`config.mk`:
```
export PLATFORM = sky130hd
export DESIGN_NAME = bridge_cfg_view
export DESIGN_NICKNAME = d
export VERILOG_FILES = /design/src/core/bridge_cfg_pkg.sv /design/src/core/bridge_cfg_view.sv
export SDC_FILE = /design/constraint.sdc
export NUM_CORES = 1
export LEC_CHECK = 0
export BUFFER_PORTS_ARGS = -buffer_cell sky130_fd_sc_hd__buf_2
export CELL_PAD_IN_SITES_DETAIL_PLACEMENT = 0
export CELL_PAD_IN_SITES_GLOBAL_PLACEMENT = 1
export CORE_ASPECT_RATIO = 0.9
export CORE_UTILIZATION = 42
export CTS_CLUSTER_DIAMETER = 150
export DETAILED_ROUTE_END_ITERATION = 16
export GPL_ROUTABILITY_DRIVEN = 0
export GPL_TIMING_DRIVEN = 1
export HOLD_SLACK_MARGIN = 0.05
export PLACE_DENSITY = 0.9
export SLEW_MARGIN = 20
export SYNTH_ARGS = -nofsm -noshare
export SYNTH_HDL_FRONTEND = slang
export SYNTH_SLANG_ARGS = --single-unit
```
`constraint.sdc`:
```
create_clock -name clk_sys -period 4.93 [get_ports clk_sys]
set_input_delay 0.2465 -clock clk_sys [delete_from_list [all_inputs] [get_ports clk_sys]]
set_output_delay 0.2465 -clock clk_sys [all_outputs]
set_load 0.05 [all_outputs]
```
`src/core/bridge_cfg_pkg.sv`:
```
// package: offsets, field positions and reset values of the bridge configuration local view
// assumes: used by bridge_cfg_view, its checker and its testbench
package bridge_cfg_pkg;
  localparam logic [15:0] OFF_IDENTITY = 16'h2000;
  localparam logic [15:0] OFF_CMD_STATUS = 16'h2004;
  localparam logic [15:0] OFF_SUBSYS = 16'h202C;
  localparam logic [15:0] WIN_FIRST = 16'h2000;
  localparam logic [15:0] WIN_LAST = 16'h20FC;
  localparam int BIT_DET_PARITY = 31;
  localparam int BIT_SIG_SYSERR = 30;
  localparam int BIT_RCV_MABORT = 29;
  localparam int BIT_RCV_TABORT = 28;
  localparam int BIT_GEN_TABORT = 27;
  localparam int BIT_DATA_PARITY = 24;
  localparam int BIT_PAR_RESP = 6;
  localparam int BIT_SYSERR_EN = 8;
  localparam int BIT_MASTER_EN = 2;
  localparam int BIT_MEM_EN = 1;
  localparam logic [1:0] DEVSEL_SLOW = 2'h2;
  localparam logic [15:0] STATUS_FIXED = 16'h0030;
  localparam logic [31:0] ZERO_WORD = 32'h0000_0000;
  localparam logic [31:0] SUBSYS_RESET = 32'h0000_0000;
endpackage

```
`src/core/bridge_cfg_view.sv`:
```
// bridge_cfg_view: one storage for the bridge configuration words, seen from the
// local processor and from the pci configuration side.
// assumes: both ports and all event pulses are synchronous to clk_sys.
`timescale 1ns/100ps
module bridge_cfg_view
  import bridge_cfg_pkg::*;
#(
  parameter logic [15:0] DEVICE_CODE = 16'h1234, // arbitrary value
  parameter logic [15:0] MAKER_CODE = 16'hABCD // arbitrary value
) (
  input wire logic clk_sys,
  input wire logic rst,
  // local processor port
  input wire logic locSel,
  input wire logic locWrite,
  input wire logic [15:0] locAddr,
  input wire logic [31:0] locWdata,
  output logic [31:0] locRdata,
  output logic locAck,
  // pci configuration side, already decoded from pci cycles
  input wire logic pciSel,
  input wire logic pciWrite,
  input wire logic [15:0] pciAddr,
  input wire logic [31:0] pciWdata,
  output logic [31:0] pciRdata,
  output logic pciAck,
  // bridge events, one-cycle pulses
  input wire logic parityDetected,
  input wire logic perrSeen,
  input wire logic bridgeMastered,
  input wire logic systemErrorDriven,
  input wire logic masterAbort,
  input wire logic specialCycle,
  input wire logic targetAbortRcvd,
  input wire logic targetAbortGen,
  // control outputs for the rest of the bridge
  output logic parityRespEn,
  output logic perrDriveEn,
  output logic sysErrEn,
  output logic masterEn,
  output logic memEn
);

  typedef struct packed {
    logic [15:0] cmd;
    logic [31:0] subsys;
    logic detParity;
    logic sigSysErr;
    logic rcvMAbort;
    logic rcvTAbort;
    logic genTAbort;
    logic dataParity;
    logic [31:0] locRdata;
    logic locAck;
    logic [31:0] pciRdata;
    logic pciAck;
  } state_t;

  state_t s_q, s_d;
  logic [31:0] idWord;
  logic [31:0] csWord;
  logic [15:0] statusHalf;
  logic locIn;
  logic pciIn;
  // access decode terms
  logic locRead;
  logic locSubWrite;
  logic pciRead;
  logic pciCsWrite;
  logic pciSubWrite;
  // qualified event terms, one per status flag
  logic setDetParity;
  logic setSigSysErr;
  logic setRcvMAbort;
  logic setRcvTAbort;
  logic setGenTAbort;
  logic setDataParity;
  // write-one-clear terms from the pci side
  logic clrDetParity;
  logic clrSigSysErr;
  logic clrRcvMAbort;
  logic clrRcvTAbort;
  logic clrGenTAbort;
  logic clrDataParity;

  // ==========================================================
  // read views of the shared storage
  assign idWord = {DEVICE_CODE, MAKER_CODE};
  // status half: sticky flags, fixed devsel timing and fixed capability bits
  assign statusHalf = {
    s_q.detParity,
    s_q.sigSysErr,
    s_q.rcvMAbort,
    s_q.rcvTAbort,
    s_q.genTAbort,
    DEVSEL_SLOW,
    s_q.dataParity,
    STATUS_FIXED[7:0]
  };
  assign csWord = {statusHalf, s_q.cmd};
  assign locIn = (locAddr >= WIN_FIRST) && (locAddr <= WIN_LAST);

  // pci side sees the same offsets; it never routes through the local port
  assign pciIn = (pciAddr >= WIN_FIRST) && (pciAddr <= WIN_LAST);

  // ==========================================================
  // access decode
  // local accesses end here, so no pci config cycle can start from this port
  assign locRead = locSel && !locWrite && locIn;
  assign locSubWrite = locSel && locWrite && (locAddr == OFF_SUBSYS);
  assign pciRead = pciSel && !pciWrite && pciIn;
  assign pciCsWrite = pciSel && pciWrite && (pciAddr == OFF_CMD_STATUS);
  assign pciSubWrite = pciSel && pciWrite && (pciAddr == OFF_SUBSYS);

  // ==========================================================
  // event qualification
  // detected parity is recorded whatever the response control says; perr only with the response control on
  assign setDetParity = parityDetected;
  assign setSigSysErr = systemErrorDriven;
  assign setRcvMAbort = masterAbort && bridgeMastered && !specialCycle;
  assign setRcvTAbort = targetAbortRcvd && bridgeMastered;
  assign setGenTAbort = targetAbortGen;
  assign setDataParity = perrSeen && bridgeMastered && s_q.cmd[BIT_PAR_RESP];

  // ==========================================================
  // flag clears
  // only a pci write with a one in the flag position clears it; reads never do
  assign clrDetParity = pciCsWrite && pciWdata[BIT_DET_PARITY];
  assign clrSigSysErr = pciCsWrite && pciWdata[BIT_SIG_SYSERR];
  assign clrRcvMAbort = pciCsWrite && pciWdata[BIT_RCV_MABORT];
  assign clrRcvTAbort = pciCsWrite && pciWdata[BIT_RCV_TABORT];
  assign clrGenTAbort = pciCsWrite && pciWdata[BIT_GEN_TABORT];
  assign clrDataParity = pciCsWrite && pciWdata[BIT_DATA_PARITY];

  // ==========================================================
  // next state
  always_comb begin
    s_d = s_q;
    s_d.locAck = locSel;
    s_d.pciAck = pciSel;
    // reads only select words, so no flag is cleared by a read
    s_d.locRdata = ZERO_WORD;
    s_d.pciRdata = ZERO_WORD;
    if (locRead) begin
      case (locAddr)
        OFF_IDENTITY: s_d.locRdata = idWord;
        OFF_CMD_STATUS: s_d.locRdata = csWord;
        OFF_SUBSYS: s_d.locRdata = s_q.subsys;
        default: s_d.locRdata = ZERO_WORD;
      endcase
    end
    if (pciRead) begin
      case (pciAddr)
        OFF_IDENTITY: s_d.pciRdata = idWord;
        OFF_CMD_STATUS: s_d.pciRdata = csWord;
        OFF_SUBSYS: s_d.pciRdata = s_q.subsys;
        default: s_d.pciRdata = ZERO_WORD;
      endcase
    end
    // pci host owns the command bits
    if (pciCsWrite) s_d.cmd = pciWdata[15:0];
    // a flag only drops on an explicit clear
    if (clrDetParity) s_d.detParity = 1'b0;
    if (clrSigSysErr) s_d.sigSysErr = 1'b0;
    if (clrRcvMAbort) s_d.rcvMAbort = 1'b0;
    if (clrRcvTAbort) s_d.rcvTAbort = 1'b0;
    if (clrGenTAbort) s_d.genTAbort = 1'b0;
    if (clrDataParity) s_d.dataParity = 1'b0;
    // local writes touch only the subsystem word; the local write wins a same-cycle collision
    if (pciSubWrite) s_d.subsys = pciWdata;
    if (locSubWrite) s_d.subsys = locWdata;
    // event sets come last so a set beats a clear in the same cycle
    if (setDetParity) s_d.detParity = 1'b1;
    if (setSigSysErr) s_d.sigSysErr = 1'b1;
    if (setRcvMAbort) s_d.rcvMAbort = 1'b1;
    if (setRcvTAbort) s_d.rcvTAbort = 1'b1;
    if (setGenTAbort) s_d.genTAbort = 1'b1;
    if (setDataParity) s_d.dataParity = 1'b1;
  end

  // ==========================================================
  // state register
  // async reset loads constants only, so every flag and control restarts at zero
  always_ff @(posedge clk_sys or posedge rst) begin
    if (rst) begin
      s_q <= '0;
      s_q.subsys <= SUBSYS_RESET;
    end else begin
      s_q <= s_d;
    end
  end

  // ==========================================================
  // outputs straight from flops
  assign locRdata = s_q.locRdata;
  assign locAck = s_q.locAck;
  assign pciRdata = s_q.pciRdata;
  assign pciAck = s_q.pciAck;
  assign parityRespEn = s_q.cmd[BIT_PAR_RESP];
  // with the response control off detected parity errors are only recorded, never reported; perr is not recorded
  assign perrDriveEn = s_q.cmd[BIT_PAR_RESP];
  assign sysErrEn = s_q.cmd[BIT_SYSERR_EN];
  assign masterEn = s_q.cmd[BIT_MASTER_EN];
  assign memEn = s_q.cmd[BIT_MEM_EN];

endmodule // bridge_cfg_view

```
==> results.py <==
metrics = {
    "status": {
        "status": "complete, no violations",
    },
    "timing": {
        "fin_setup_tns_ps": 0,
        "clock_skew_ps": 11.9,
        "finalCritPeriodShare_pct": 49.9,
        "setup_viol": 0,
        "rsz0062_at_grt": "false",
        "final-hold-violation-count": 0,
        "final_max_slew_viol_count": 0,
        "slew_headroom_pct": 27.0,
        "tightest_slew_ps": 1090,
        "finalCriticalPeriod_ps": 2460,
        "max_freq_mhz": 406,
        "finalWorstSetupSlack_ps": 2470,
        "holdWs_ps": 24.2,
    },
    "critical_path": {
        "critPathRequiredTime_ps": 5220,
        "critical_path_class": "in2reg",
        "critical_path.endpoint_type": "register",
        "slowest_delay_ps": 720,
        "crit_chain": "dlygate4sd3_1 -> buf_2 -> and2_1 -> buf_4 -> nand2_1 -> o21ai_0 -> a2bb2oi_1",
        "crit_path_start_kind": "input pin",
        "cp.arrival_ps": 2760,
        "crit_path_top_delay_cell": "nand2_1",
        "worstPathMaxFanout": 34,
    },
    "die": {
        "die_height_um": 116,
        "pin_count": 181,
        "initial_core_util_pct": 43.1,
        "num_rows": 41,
        "core_area_mm2": 0.0141,
        "die_w_um": 129,
        "fp.dieArea_mm2": 0.0149,
    },
    "clocking": {
        "clk_pin_slew_ps": 50,
        "insertion_delay_ps": 430,
        "cts_buffers": 17,
        "root_buffer": "clkbuf_16",
        "clock_path_buffers": 2,
        "cts_tree": "done",
        "cts_num_sinks": 120,
        "cts_resized": 0,
        "cts-htree-levels": 4,
    },
    "global_route": {
        "antenna_found_initial": 2,
        "grt_start_max_net_pins": 76,
        "grt_usage_pct": 24.7,
        "grt_pass1_vias": 4965,
        "overflow": 0,
        "grt_pass1_wl_um": 27100,
    },
    "worst_hold_path": {
        "hp-class": "in2async",
    },
    "power_and_ir_drop": {
        "comb_power_share_pct": 5.1,
        "seqPwrFrac_pct": 40.1,
        "switchingPower_w": 0.000514,
        "power_density_mw_per_mm2": 338,
        "p_leak_nw": 3.56,
        "fin_total_pwr_w": 0.00246,
        "swShare_pct": 20.9,
        "ir_worst_vdd_v": 0.000250,
        "p_clk_share_pct": 54.8,
        "p_int_w": 0.00195,
    },
    "synthesis": {
        "synth_area_leader_cell": "dfrtp_1",
        "synthCells": 600,
        "syn-cell-area_mm2": 0.00605,
        "post_synth.cell_area_avg_um2": 10.1,
        "synth_edf_count": 0,
        "yosysWarnings": 0,
        "ys_seq_area_share_pct": 49.6,
        "yosysUniqueCellTypes": 44,
        "async_reset_ff_share_pct": 100,
        "synth.area.top_cells": "dfrtp_1 (50%), buf_4 (8.1%), a22oi_1 (5.3%)",
        "ys_ff_latch": 120,
        "yosysTopAreaCellShare_pct": 49.6,
        "synth_ff_type": "dfrtp_1",
        "synth_fp_nets": 710,
    },
    "detailed_routing": {
        "wl_per_cell_um": 19.8,
        "drt_iter0_drc": 521,
        "drc": 0,
        "wl_um": 17900,
        "firstDrtPassIters": 5,
        "vias": 5148,
        "viasPerCell": 5.70,
        "ant_nets": 0,
    },
    "placement": {
        "port_buffers": 180,
        "dp_slack_ps": 2170,
        "place_hpwl_um": 11700,
    },
    "final_layout": {
        "nFillCells": 1328,
        "areaGrowthSynthToFinish_pct": 20.3,
        "seq_area_mm2": 0.00300,
        "final_nets": 807,
        "multi_input_area_mm2": 0.00236,
        "diodes": 0,
        "drive_gt1_share_pct": 35.5,
        "utilization_pct": 51.8,
    },
    "job": {
        "maxCapViolCount": 0,
    },
}
==> cell usage in the layout (no fill, tap or decap), types with 17 or more instances in the layout <==
| master | n |
|---|---|
| a2bb2oi_1 | 32 |
| a21oi_1 | 32 |
| clkbuf_16 | 17 |
| o21ai_0 | 33 |
| buf_2 | 180 |
| dfrtp_1 | 120 |
| and3_1 | 37 |
| nand3_1 | 52 |
| nand2_1 | 31 |
| a22oi_1 | 43 |
==> worst paths after layout <==
kind / start / to / slack, ps / cells past startpoint
worst max register to register: parityRespEn / pciRdata[6] / 3940 / 3
worst min-delay path: rst / pciRdata[26] / 20 / 2
worst max-delay path: pciSel / s_q[75] / 2470 / 7
worst min register to register: s_q[91] / pciRdata[19] / 500 / 1
min in group clk_sys: targetAbortGen / csWord[27] / 60 / 2
max in group asynchronous: rst / s_q[90] / 3750 / 3
==> critical path, delay by kind of cell <==
kind | cells | cell delay (ps)
buffers and inverters | 3 | 1010
and+or+nand+nor | 2 | 860
AOI/OAI and AO/OA | 2 | 610
==> area by class of cell <==
class                           count  share of cell area, %
Clock inverter                      7                   1.89
Inverter                            3                  0.189
Clock buffer                       25                   6.94
Tap cell                          193                   3.32
Sequential cell                   120                   41.2
Multi-Input combinational cell    360                   32.4
Timing Repair Buffer              195                   14.0
==> per-stage QoR <==
step,area [um2],std cells
after floorplan,6050,600
after detailed placement,6610,868
final,7280,903
after CTS,7280,903
after global placement,6610,868
after global routing,7280,903
==> synthesized netlist by cell type (2+ instances only) <==
master	number
a31oi_1	11
mux2_1	4
nand2_1	31
a21oi_1	32
or4_1	2
mux2_2	12
o2111ai_1	2
nor3_2	2
nor4_2	2
nor2_1	13
clkbuf_1	38
dfrtp_1	120
buf_4	65
a21o_1	2
a22oi_1	43
or3_1	2
buf_2	13
and3_1	38
nand2b_1	15
and2_1	7
o22a_1	3
nand3_1	52
a2bb2oi_1	32
or4_4	4
or4b_2	2
inv_1	3
o21ai_0	33
==> cells by family (layout without fill, tap and decap cells) <==
group,Yosys count,after routing,synth area share (%)
compound gates,161,161,17.8
mux,16,16,2.98
buf+inv,120,230,11.9
simple gates,183,183,17.8
flops,120,120,49.6
==> state kept, by name, indices dropped and copies added (netlist names) <==
register / count
parityRespEn: 1
s_q: 32
locAck: 1
pciAck: 1
memEn: 1
csWord: 18
masterEn: 1
pciRdata: 32
sysErrEn: 1
locRdata: 32
==> per-layer routing <==
layer  track usage, %  vias to the layer above  share of wire (%)
met1             32.4                     2474                 42
met5                0                        -               0.13
met2             37.5                      318                 45
met4             10.4                        4                2.5
met3             8.26                       48                 10
li1                 -                     2304                  -
==> power by group through the flow <==
stage	clock (W)	combinational, W	sequential, W
2_1_floorplan	0	0.0000477	0.00101
3_3_place_gp	0	0.000120	0.00100
3_5_place_dp	0	0.000123	0.00100
4_1_cts	0.00136	0.000125	0.000987
5_1_grt	0.00141	0.000135	0.000987
6_report	0.00135	0.000124	0.000987
==> repair_timing <==
item	4_1_cts	5_1_grt
hold endpoints to repair	3	0
hold buffers	3	0
setup buffers	0	0
(Power assumes the default switching activity.)
